## src/hw/dhs_cfg.svh

```systemverilog
/*
  Constants of the hit synchronizer: sizes, register offsets, field positions, reset values and timing counts.
  Assumes it is included by bare name, before any use of the macros.
*/
`ifndef DHS_CFG_SVH
`define DHS_CFG_SVH

// ==========================================================
// Sizes
`define DHS_NCH           16
`define DHS_HIST_W        16
`define DHS_HIST_DEPTH    128
`define DHS_HIST_AW       7
`define DHS_HIST_FULL     8'h80

// ==========================================================
// Timing
`define DHS_CLK_PERIOD_NS 8'h04
`define DHS_GATE_MAX_NS   5'h19
`define DHS_LAT_BUDGET_BX 8
`define DHS_CHECK_ARM     3'h5

// ==========================================================
// Register offsets (byte addresses)
`define DHS_OFF_CTRL      8'h00
`define DHS_OFF_STATUS    8'h04
`define DHS_OFF_HIST      8'h08
`define DHS_OFF_SELBX     8'h0C
`define DHS_OFF_MASK      8'h10
`define DHS_OFF_SEED      8'h14
`define DHS_OFF_ERR       8'h18
`define DHS_OFF_BXCNT     8'h1C
`define DHS_CHAN_PAGE     2'h1

// ==========================================================
// Field positions
`define DHS_CTRL_FILL_LSB 0
`define DHS_CTRL_TEST_BIT 2
`define DHS_ST_EMPTY_BIT  0
`define DHS_ST_FULL_BIT   1
`define DHS_ST_OVF_BIT    2
`define DHS_ST_COUNT_LSB  8
`define DHS_CH_WIDTH_LSB  0
`define DHS_CH_PHASE_LSB  8
`define DHS_CH_DELAY_LSB  16

// ==========================================================
// Reset values
`define DHS_RST_WIDTH     5'h19
`define DHS_RST_PHASE     5'h00
`define DHS_RST_DELAY     2'h0
`define DHS_RST_SEED      16'h0001
`define DHS_RST_MASK      16'hFFFF
`define DHS_RST_SELBX     12'h000

`endif

```

## src/hw/dhs_pkg.sv

```systemverilog
/*
  Types of the hit synchronizer: bus states, fill modes and the state records of both modules.
  Assumes dhs_cfg.svh is reachable by bare name.
*/
`include "dhs_cfg.svh"

package dhs_pkg;

  // ==========================================================
  // Enumerations
  typedef enum logic [1:0] {
    ST_IDLE  = 2'h0,
    ST_RWAIT = 2'h1,
    ST_RDATA = 2'h3,
    ST_BRESP = 2'h2
  } dhs_bus_st_t;

  typedef enum logic [1:0] {
    FILL_OFF    = 2'h0,
    FILL_EVERY  = 2'h1,
    FILL_SELECT = 2'h2
  } dhs_fill_t;

  // ==========================================================
  // State records
  typedef struct packed {
    logic [`DHS_HIST_DEPTH-1:0][`DHS_HIST_W-1:0] words;
    logic [`DHS_HIST_W-1:0]                      rdData;
  } dhs_mem_state_t;

  typedef struct packed {
    dhs_bus_st_t                st;
    logic                       awGot;
    logic                       wGot;
    logic [7:0]                 awAddr;
    logic [31:0]                wData;
    logic [3:0]                 wStrb;
    logic [7:0]                 arAddr;
    logic                       rdEmpty;
    logic                       awready;
    logic                       wready;
    logic                       arready;
    logic                       bvalid;
    logic [1:0]                 bresp;
    logic                       rvalid;
    logic [31:0]                rdata;
    logic [1:0]                 rresp;
    dhs_fill_t                  fillMode;
    logic                       testEn;
    logic [11:0]                selBx;
    logic [15:0]                histMask;
    logic [15:0]                errCount;
    logic                       overflow;
    logic [`DHS_NCH-1:0][4:0]   shWidth;
    logic [`DHS_NCH-1:0][4:0]   shPhase;
    logic [`DHS_NCH-1:0][1:0]   shDelay;
    logic [`DHS_NCH-1:0][4:0]   actWidth;
    logic [`DHS_NCH-1:0][4:0]   actPhase;
    logic [`DHS_NCH-1:0][1:0]   actDelay;
    dhs_fill_t                  actFill;
    logic                       actTest;
    logic [15:0]                actMask;
    logic                       bunchPrev;
    logic [3:0]                 tick;
    logic [11:0]                bxCount;
    logic [`DHS_NCH-1:0]        hitPrev;
    logic [`DHS_NCH-1:0]        pending;
    logic [3:0][`DHS_NCH-1:0]   dlyLine;
    logic [3:0][`DHS_NCH-1:0]   patHist;
    logic [`DHS_NCH-1:0]        patCur;
    logic [`DHS_NCH-1:0]        hitOut;
    logic [`DHS_NCH-1:0]        expOut;
    logic [2:0]                 chkFill;
    logic                       memWe;
    logic [`DHS_HIST_W-1:0]     memWrData;
    logic [`DHS_HIST_AW-1:0]    wrPtr;
    logic [`DHS_HIST_AW-1:0]    rdPtr;
    logic [7:0]                 count;
  } dhs_state_t;

endpackage

```

## src/hw/dhs_mem_if.sv

```systemverilog
/*
  Carrier between the synchronizer and its histogram memory.
  Assumes one clock shared by both ends.
*/
`timescale 1ns/1ps
`include "dhs_cfg.svh"

interface dhs_mem_if;
  logic                    we;
  logic [`DHS_HIST_AW-1:0] wrAddr;
  logic [`DHS_HIST_W-1:0]  wrData;
  logic [`DHS_HIST_AW-1:0] rdAddr;
  logic [`DHS_HIST_W-1:0]  rdData;

  modport ctrl (output we, output wrAddr, output wrData, output rdAddr, input rdData);
  modport mem  (input we, input wrAddr, input wrData, input rdAddr, output rdData);
endinterface

```

## src/hw/dhs_sync_top.sv

```systemverilog
/*
  Detector hit synchronizer: gated capture of hit edges, crossing alignment, crossing delay,
  occupancy histogram FIFO, test pattern source and checker, AXI4-Lite register slave.
  Assumes hit and bunch clock inputs are synchronous to core_clk and the bunch clock period spans
  at least three core_clk cycles.
*/
// Local design decisions: the register addresses and the AXI4-Lite slave port.
`timescale 1ns/1ps
`include "dhs_cfg.svh"

// What this block does
// - Hit outputs, checker, FIFO fill and settings advance on crossing boundaries taken from the bunch clock.
// - Each channel has one sampling gate inside every crossing period.
// - Gate width and phase programmable 0 to 25 ns in 1 ns steps.
// - A hit edge inside the gate yields one aligned pulse one crossing long.
// - The aligned pulse is delayed by zero to three whole crossings.
// - Gate sets clock phase; the delay line sets crossing alignment.
// - A 16 bit, 128 deep FIFO collects per-channel occupancy.
// - In FILL_EVERY mode the FIFO fills on every crossing until full; after that each crossing sets overflow instead.
// - In FILL_SELECT mode the FIFO fills with captured hits on the crossing whose bxCount equals selBx.
// - A pattern source feeds the channels and a checker counts mismatches.
// - Capture plus delay stays within eight crossings of latency.

module dhs_sync_top
  import dhs_pkg::*;
(
  // Clock and reset
  input  wire logic                core_clk,
  input  wire logic                resetn,
  // Timing receiver and detector side
  input  wire logic                bunchClock,
  input  wire logic [`DHS_NCH-1:0] hitIn,
  output logic      [`DHS_NCH-1:0] hitOut,
  // AXI4-Lite write channels
  input  wire logic                s_axi_awvalid,
  output logic                     s_axi_awready,
  input  wire logic [7:0]          s_axi_awaddr,
  input  wire logic                s_axi_wvalid,
  output logic                     s_axi_wready,
  input  wire logic [31:0]         s_axi_wdata,
  input  wire logic [3:0]          s_axi_wstrb,
  output logic                     s_axi_bvalid,
  input  wire logic                s_axi_bready,
  output logic      [1:0]          s_axi_bresp,
  // AXI4-Lite read channels
  input  wire logic                s_axi_arvalid,
  output logic                     s_axi_arready,
  input  wire logic [7:0]          s_axi_araddr,
  output logic                     s_axi_rvalid,
  input  wire logic                s_axi_rready,
  output logic      [31:0]         s_axi_rdata,
  output logic      [1:0]          s_axi_rresp
);

  // ==========================================================
  // Functions

  // Gate test in nanoseconds against the position of a core cycle within the crossing.
  function automatic logic gateOpen(input logic [3:0] t, input logic [4:0] ph, input logic [4:0] wd);
    logic [7:0] pos;
    pos = 8'(t) * `DHS_CLK_PERIOD_NS;
    return (pos >= 8'(ph)) && (pos < 8'(ph) + 8'(wd));
  endfunction

  function automatic logic [4:0] clampNs(input logic [4:0] v);
    return (v > `DHS_GATE_MAX_NS) ? `DHS_GATE_MAX_NS : v;
  endfunction

  function automatic logic [15:0] lfsrStep(input logic [15:0] v);
    return {v[14:0], v[15] ^ v[13] ^ v[12] ^ v[10]};
  endfunction

  function automatic logic [31:0] mergeBytes(input logic [31:0] old, input logic [31:0] wd,
                                             input logic [3:0] be);
    logic [31:0] r;
    r = old;
    for (int i = 0; i < 4; i++) begin
      if (be[i]) begin
        r[8*i +: 8] = wd[8*i +: 8];
      end
    end
    return r;
  endfunction

  function automatic logic isMapped(input logic [7:0] a);
    return (a[7:6] == `DHS_CHAN_PAGE) || (a <= `DHS_OFF_BXCNT);
  endfunction

  function automatic logic [31:0] regValue(input dhs_state_t s, input logic [7:0] a,
                                           input logic [15:0] memData);
    logic [31:0] v;
    logic [3:0]  ch;
    v  = '0;
    ch = a[5:2];
    if (a[7:6] == `DHS_CHAN_PAGE) begin
      v[`DHS_CH_WIDTH_LSB +: 5] = s.shWidth[ch];
      v[`DHS_CH_PHASE_LSB +: 5] = s.shPhase[ch];
      v[`DHS_CH_DELAY_LSB +: 2] = s.shDelay[ch];
    end else begin
      case (a)
        `DHS_OFF_CTRL: begin
          v[`DHS_CTRL_FILL_LSB +: 2] = s.fillMode;
          v[`DHS_CTRL_TEST_BIT]      = s.testEn;
        end
        `DHS_OFF_STATUS: begin
          v[`DHS_ST_EMPTY_BIT]          = (s.count == 8'h00);
          v[`DHS_ST_FULL_BIT]           = (s.count == `DHS_HIST_FULL);
          v[`DHS_ST_OVF_BIT]            = s.overflow;
          v[`DHS_ST_COUNT_LSB +: 8]     = s.count;
        end
        `DHS_OFF_HIST:  v[15:0] = memData;
        `DHS_OFF_SELBX: v[11:0] = s.selBx;
        `DHS_OFF_MASK:  v[15:0] = s.histMask;
        `DHS_OFF_SEED:  v[15:0] = s.patCur;
        `DHS_OFF_ERR:   v[15:0] = s.errCount;
        `DHS_OFF_BXCNT: v[11:0] = s.bxCount;
        default:        v = '0;
      endcase
    end
    return v;
  endfunction

  // ==========================================================
  // State and memory

  dhs_state_t sReg;
  dhs_state_t sNext;
  dhs_mem_if  memBus ();

  dhs_hist_mem uHistMem (
    .core_clk (core_clk),
    .resetn   (resetn),
    .m        (memBus.mem)
  );

  assign memBus.we     = sReg.memWe;
  assign memBus.wrAddr = sReg.wrPtr;
  assign memBus.wrData = sReg.memWrData;
  assign memBus.rdAddr = sReg.rdPtr;

  // ==========================================================
  // Next state

  always_comb begin
    logic                strobe;
    logic [`DHS_NCH-1:0] stim;
    logic [`DHS_NCH-1:0] hits;
    logic [`DHS_NCH-1:0] captured;
    logic [31:0]         wv;
    logic [3:0]          ch;
    logic                pop;
    logic                fill;
    logic                errClr;
    logic                ovfClr;
    strobe   = 1'b0;
    stim     = '0;
    hits     = '0;
    captured = '0;
    wv       = '0;
    ch       = '0;
    pop      = 1'b0;
    fill     = 1'b0;
    errClr   = 1'b0;
    ovfClr   = 1'b0;
    sNext    = sReg;

    // ----- Register slave -----
    case (sReg.st)
      ST_IDLE: begin
        if (s_axi_awvalid && sReg.awready) begin
          sNext.awGot  = 1'b1;
          sNext.awAddr = s_axi_awaddr;
        end
        if (s_axi_wvalid && sReg.wready) begin
          sNext.wGot  = 1'b1;
          sNext.wData = s_axi_wdata;
          sNext.wStrb = s_axi_wstrb;
        end
        if (s_axi_arvalid && sReg.arready) begin
          sNext.arAddr  = s_axi_araddr;
          sNext.rdEmpty = (sReg.count == 8'h00);
          sNext.st      = ST_RWAIT;
        end else if (sNext.awGot && sNext.wGot) begin
          wv = mergeBytes(regValue(sReg, sNext.awAddr, memBus.rdData), sNext.wData, sNext.wStrb);
          ch = sNext.awAddr[5:2];
          if (sNext.awAddr[7:6] == `DHS_CHAN_PAGE) begin
            sNext.shWidth[ch] = clampNs(wv[`DHS_CH_WIDTH_LSB +: 5]);
            sNext.shPhase[ch] = clampNs(wv[`DHS_CH_PHASE_LSB +: 5]);
            sNext.shDelay[ch] = wv[`DHS_CH_DELAY_LSB +: 2];
          end else begin
            case (sNext.awAddr)
              `DHS_OFF_CTRL: begin
                sNext.fillMode = dhs_fill_t'(wv[`DHS_CTRL_FILL_LSB +: 2]);
                sNext.testEn   = wv[`DHS_CTRL_TEST_BIT];
              end
              `DHS_OFF_STATUS: ovfClr = wv[`DHS_ST_OVF_BIT];
              `DHS_OFF_SELBX:  sNext.selBx = wv[11:0];
              `DHS_OFF_MASK:   sNext.histMask = wv[15:0];
              `DHS_OFF_SEED:   sNext.patCur = wv[15:0];
              `DHS_OFF_ERR:    errClr = 1'b1;
              default:         errClr = 1'b0;
            endcase
          end
          sNext.bresp  = isMapped(sNext.awAddr) ? 2'h0 : 2'h2;
          sNext.bvalid = 1'b1;
          sNext.awGot  = 1'b0;
          sNext.wGot   = 1'b0;
          sNext.st     = ST_BRESP;
        end
      end
      ST_RWAIT: begin
        sNext.rdata  = regValue(sReg, sReg.arAddr, sReg.rdEmpty ? 16'h0000 : memBus.rdData);
        sNext.rresp  = isMapped(sReg.arAddr) ? 2'h0 : 2'h2;
        sNext.rvalid = 1'b1;
        pop          = (sReg.arAddr == `DHS_OFF_HIST) && !sReg.rdEmpty;
        sNext.st     = ST_RDATA;
      end
      ST_RDATA: begin
        if (s_axi_rready) begin
          sNext.rvalid = 1'b0;
          sNext.st     = ST_IDLE;
        end
      end
      ST_BRESP: begin
        if (s_axi_bready) begin
          sNext.bvalid = 1'b0;
          sNext.st     = ST_IDLE;
        end
      end
      default: sNext.st = ST_IDLE;
    endcase
    sNext.awready = (sNext.st == ST_IDLE) && !sNext.awGot;
    sNext.wready  = (sNext.st == ST_IDLE) && !sNext.wGot;
    sNext.arready = (sNext.st == ST_IDLE) && !sNext.awGot && !sNext.wGot;

    // ----- Crossing timing -----
    strobe          = bunchClock && !sReg.bunchPrev;
    sNext.bunchPrev = bunchClock;
    if (strobe) begin
      sNext.tick    = 4'h0;
      sNext.bxCount = sReg.bxCount + 12'h001;
    end else if (sReg.tick != 4'hF) begin
      sNext.tick = sReg.tick + 4'h1;
    end

    // ----- Gated edge capture -----
    // Injected test hits are one-cycle pulses at the first gate cycle, so they always make an edge.
    for (int i = 0; i < `DHS_NCH; i++) begin
      if (sReg.actTest) begin
        stim[i] = sReg.patCur[i] && gateOpen(sReg.tick, sReg.actPhase[i], sReg.actWidth[i]) &&
                  ((sReg.tick == 4'h0) ||
                   !gateOpen(sReg.tick - 4'h1, sReg.actPhase[i], sReg.actWidth[i]));
      end else begin
        stim[i] = hitIn[i];
      end
      hits[i] = stim[i] && !sReg.hitPrev[i] &&
                gateOpen(sReg.tick, sReg.actPhase[i], sReg.actWidth[i]);
    end
    sNext.hitPrev = stim;
    captured      = sReg.pending | hits;
    sNext.pending = strobe ? '0 : captured;

    // ----- Crossing boundary: align, delay, check, configure -----
    sNext.memWe = 1'b0;
    if (strobe) begin
      sNext.dlyLine = {sReg.dlyLine[2:0], captured};
      sNext.patHist = {sReg.patHist[2:0], sReg.patCur};
      for (int i = 0; i < `DHS_NCH; i++) begin
        sNext.hitOut[i] = sNext.dlyLine[sReg.actDelay[i]][i];
        sNext.expOut[i] = sNext.patHist[sReg.actDelay[i]][i];
      end
      if (sReg.actTest) begin
        sNext.patCur = lfsrStep(sReg.patCur);
        if (sReg.chkFill != `DHS_CHECK_ARM) begin
          sNext.chkFill = sReg.chkFill + 3'h1;
        end else if ((sReg.hitOut != sReg.expOut) && (sReg.errCount != 16'hFFFF)) begin
          sNext.errCount = sReg.errCount + 16'h0001;
        end
      end else begin
        sNext.chkFill = 3'h0;
      end
      fill = (sReg.actFill == FILL_EVERY) ||
             ((sReg.actFill == FILL_SELECT) && (sReg.bxCount == sReg.selBx));
      if (fill) begin
        if (sReg.count == `DHS_HIST_FULL) begin
          sNext.overflow = 1'b1;
        end else begin
          sNext.memWe     = 1'b1;
          sNext.memWrData = captured & sReg.actMask;
        end
      end
      sNext.actWidth = sReg.shWidth;
      sNext.actPhase = sReg.shPhase;
      sNext.actDelay = sReg.shDelay;
      sNext.actFill  = sReg.fillMode;
      sNext.actTest  = sReg.testEn;
      sNext.actMask  = sReg.histMask;
    end

    // A new event beats a software clear in the same cycle.
    if (errClr && !(strobe && (sNext.errCount != sReg.errCount))) begin
      sNext.errCount = 16'h0000;
    end
    if (ovfClr && !(fill && !sNext.memWe)) begin
      sNext.overflow = 1'b0;
    end

    // ----- FIFO pointers -----
    if (sReg.memWe) begin
      sNext.wrPtr = sReg.wrPtr + 7'h01;
    end
    if (pop) begin
      sNext.rdPtr = sReg.rdPtr + 7'h01;
    end
    sNext.count = sReg.count + 8'(sReg.memWe) - 8'(pop);
  end

  // ==========================================================
  // State register

  always_ff @(posedge core_clk) begin
    if (!resetn) begin
      sReg          <= '0;
      sReg.st       <= ST_IDLE;
      sReg.fillMode <= FILL_OFF;
      sReg.actFill  <= FILL_OFF;
      sReg.selBx    <= `DHS_RST_SELBX;
      sReg.histMask <= `DHS_RST_MASK;
      sReg.actMask  <= `DHS_RST_MASK;
      sReg.patCur   <= `DHS_RST_SEED;
      sReg.shWidth  <= {`DHS_NCH{`DHS_RST_WIDTH}};
      sReg.shPhase  <= {`DHS_NCH{`DHS_RST_PHASE}};
      sReg.shDelay  <= {`DHS_NCH{`DHS_RST_DELAY}};
      sReg.actWidth <= {`DHS_NCH{`DHS_RST_WIDTH}};
      sReg.actPhase <= {`DHS_NCH{`DHS_RST_PHASE}};
      sReg.actDelay <= {`DHS_NCH{`DHS_RST_DELAY}};
    end else begin
      sReg <= sNext;
    end
  end

  // ==========================================================
  // Outputs

  assign hitOut        = sReg.hitOut;
  assign s_axi_awready = sReg.awready;
  assign s_axi_wready  = sReg.wready;
  assign s_axi_bvalid  = sReg.bvalid;
  assign s_axi_bresp   = sReg.bresp;
  assign s_axi_arready = sReg.arready;
  assign s_axi_rvalid  = sReg.rvalid;
  assign s_axi_rdata   = sReg.rdata;
  assign s_axi_rresp   = sReg.rresp;

endmodule

```

## src/hw/dhs_hist_mem.sv

```systemverilog
/*
  Histogram word store, one write port and one read port whose data come out of a register.
  Assumes the caller keeps the FIFO pointers; read data trail the address by one clock.
*/
`timescale 1ns/1ps
`include "dhs_cfg.svh"

module dhs_hist_mem
  import dhs_pkg::*;
(
  // Clock and reset
  input wire logic core_clk,
  input wire logic resetn,
  // Memory port
  dhs_mem_if.mem   m
);

  dhs_mem_state_t memReg;
  dhs_mem_state_t memNext;

  always_comb begin
    memNext = memReg;
    if (m.we) begin
      memNext.words[m.wrAddr] = m.wrData;
    end
    memNext.rdData = memReg.words[m.rdAddr];
  end

  // Word contents are left unreset; only the read register gets a defined value.
  always_ff @(posedge core_clk) begin
    if (!resetn) begin
      memReg.rdData <= '0;
    end else begin
      memReg <= memNext;
    end
  end

  assign m.rdData = memReg.rdData;

endmodule

```

## config.mk

```make
export PLATFORM = sky130hd
export DESIGN_NAME = dhs_sync_top
export DESIGN_NICKNAME = d
export VERILOG_FILES = /design/src/hw/dhs_pkg.sv /design/src/hw/dhs_mem_if.sv /design/src/hw/dhs_sync_top.sv /design/src/hw/dhs_hist_mem.sv
export VERILOG_INCLUDE_DIRS = /design/src /design/src/hw
export SDC_FILE = /design/constraint.sdc
export NUM_CORES = 2
export LEC_CHECK = 0
export BUFFER_PORTS_ARGS = -buffer_cell sky130_fd_sc_hd__buf_2
export CORE_ASPECT_RATIO = 0.7
export CORE_MARGIN = 5
export CORE_UTILIZATION = 30
export DETAILED_ROUTE_END_ITERATION = 7
export GPL_TIMING_DRIVEN = 1
export MAX_ROUTING_LAYER = met4
export SLEW_MARGIN = 25
export SYNTH_ARGS = -nofsm -noshare
export SYNTH_HDL_FRONTEND = slang
export SYNTH_SLANG_ARGS = --single-unit
```

## constraint.sdc

```tcl
create_clock -name core_clk -period 10.3 [get_ports core_clk]
set_input_delay 1.545 -clock core_clk [delete_from_list [all_inputs] [get_ports core_clk]]
set_output_delay 1.545 -clock core_clk [all_outputs]
set_load 0.1 [all_outputs]
```

==> impl_metrics.tcl <==
set metrics [dict create \
    outcome "complete, no violations" \
    hp-class "reg -> reg" \
    synth-warning-count 0 \
    core_sq_um 395300 \
    synth_ff_type "edfxtp_1" \
    vdd_ir_drop_max_uv 116.8 \
    power_density_nw_per_um2 185.2 \
    grt_pass1_vias 69898 \
    overflow 0 \
    insertion_delay_ps 920 \
    async_reset_ff_share_pct 0 \
    synthTopCellsByArea "edfxtp_1 (52%), mux4_2 (15%), dfxtp_1 (13%)" \
    cts_root_buf "clkbuf_16" \
    vias_per_cell 5.458 \
    cp.arrival_ps 6880 \
    cts_made_buffers 290 \
    clk_path_buf_depth 4 \
    cts_tree "built" \
    tns_ps 0 \
    fin_area_sq_um 135900 \
    ios 133 \
    tightest_slew_ps 1201 \
    post-place-ws_ps 4177 \
    crit_required_ps 11090 \
    cts_hold_buf 0 \
    ant_nets 0 \
    finalCritPeriodShare_pct 59.07 \
    drt_iter0_drc 9397 \
    start_util_pct 30.15 \
    fin_skew_ps 114.1 \
    yosys-top-cells-count "edfxtp_1 (2,048), mux4_2 (770), dfxtp_1 (769), nand2_1 (578), nor2_1 (458)" \
    slew_viol_final 0 \
    cp-end-kind "flip-flop" \
    wl_mm 371.4 \
    relSlewSlack_pct 19.94 \
    synth_edf_count 2048 \
    ys_types 99 \
    clock.fmax_mhz 164.3 \
    cp_max_fo 43 \
    ctsResizeCount 0 \
    die_h_um 537.3 \
    postCtsSetupBuffers 0 \
    drive_gt1_share_pct 21.27 \
    cts.sinks 2817 \
    die_w_um 763.3 \
    wire_per_inst_um 27.66 \
    synth_area_per_cell_sq_um 15.34 \
    grt_first_pass_wirelength_mm 524.8 \
    num_rows 193 \
    nNetsFinal 8209 \
    seq_area_frac_synth_pct 64.52 \
    drt_drc_violations_left 0 \
    rsz0062_at_grt "false" \
    drt_first_pass_iters 8 \
    area_delta_synth_final_pct 14.05 \
    syn_area_sq_um 119200 \
    yosys.area.top_type "edfxtp_1" \
    grt_max_degree 188 \
    gp_congestion 0.9614 \
    synth_top_cell_area_share_pct 51.60 \
    startpoint_type "flip-flop" \
    cts_max_level 5 \
    synthMostInstantiatedCell "edfxtp_1" \
    nFillCells 37276 \
    portBuffers 101 \
    track_usage_pct 18.09 \
    maxCapViolCount 0 \
    synth_seq_cells 2817 \
    place.detailed.hpwl_mm 243.4 \
    cts.clk_slew.worst_paths_ps 60 \
    worst_slack_ps 4215 \
    setup_viol 0 \
    path_class "reg -> reg" \
    vias 73288 \
    antenna_found_initial 44 \
    die_area_sq_um 410200 \
    period_minus_slack_ps 6085 \
    syn_inst 7768 \
    leakagePower_nw 46.15 \
    placed_area_sq_um 126500 \
    finalHoldViolCount 0 \
]
[layout make-up]
| class | instances | area [sq um] | share of cell area, % |
|---|---|---|---|
| inverter | 173 | 656.9 | 0.4833 |
| clock buffer | 367 | 7855 | 5.779 |
| sequential | 2817 | 76990 | 56.64 |
| multi-input combinational | 4241 | 39510 | 29.06 |
| tap | 5265 | 6588 | 4.846 |
| clock inverter | 146 | 1436 | 1.057 |
| antenna | 23 | 57.56 | 0.04234 |
| timing repair buffer | 396 | 2843 | 2.091 |
[logic make-up after synthesis]
kind of cell	synth area share, %
muxes	15.67
AOI/OAI and AO/OA	7.925
buffers and inverters	2.551
adders and majority gates	2.589
DFF	64.52
and+or+nand+nor	5.949
xor gates and xnor gates	0.7937
other	0.003146
[placed cells by master (no fill, tap or decap), types with 170 or more instances in the layout]
master / n
ha_1: 197
nand2_1: 573
nor2_1: 447
buf_4: 284
a21oi_1: 357
dfxtp_1: 739
clkbuf_16: 297
inv_1: 170
mux4_2: 770
o21ai_0: 273
edfxtp_1: 2048
[state kept, by name, indices dropped and copies added, names as in the netlist]
signal	flops
uHistMem.memReg	2048
sReg	681
s_axi_rdata	18
hitOut	16
memBus.wrData	16
uHistMem.m.rdData	16
memBus.rdAddr	7
memBus.wrAddr	7
memBus.we	1
s_axi_arready	1
s_axi_awready	1
s_axi_bresp	1
s_axi_bvalid	1
s_axi_rresp	1
s_axi_rvalid	1
s_axi_wready	1
[critical path: stages (launching register included)]
cell	delay, ps
dfxtp_2	310
buf_4	640
inv_1	520
buf_4	420
ha_1	340
xnor2_2	120
buf_4	410
clkinv_1	130
buf_4	310
ha_1	290
a2111oi_0	350
a221oi_1	160
a21oi_1	280
o221ai_1	190
a31oi_2	670
a21oi_1	440
o21ai_0	260
[final timing paths]
check | start | to | slack (ps) | cells after the start
max | sReg[262] | sReg[165] | 4220 | 16
min | sReg[278] | memBus.wrData[11] | 440 | 2
max reg2reg | sReg[262] | sReg[165] | 4220 | 16
min reg2reg | sReg[278] | memBus.wrData[11] | 440 | 2
[where the power goes]
| part | internal [mW] | switching (mW) |
|---|---|---|
| clock network | 5.98 | 4.47 |
| registers | 12.1 | 0.101 |
| logic | 0.653 | 1.89 |
[layer usage]
metal / part of all wire (%) / global-route usage [%] / vias to the layer above
met5: 0 / - / -
met4: 2.6 / 4.727 / 0
met3: 12 / 5.118 / 528
met2: 41 / 23.96 / 3977
met1: 45 / 26.83 / 38007
li1: - / - / 30776
[stage by stage]
stage	hold slack, ps	std cells	power [mW]	utilization, %
after floorplan	429.8	7783	13.87	-
after global placement	433.3	12889	14.83	32.00
after detailed placement	439.6	12890	14.85	32.01
after CTS	424.4	13403	25.26	34.36
after global routing	452.6	13424	25.93	34.38
final	441.2	13428	25.17	34.39
Note: power is estimated with default switching activity, not from simulation.
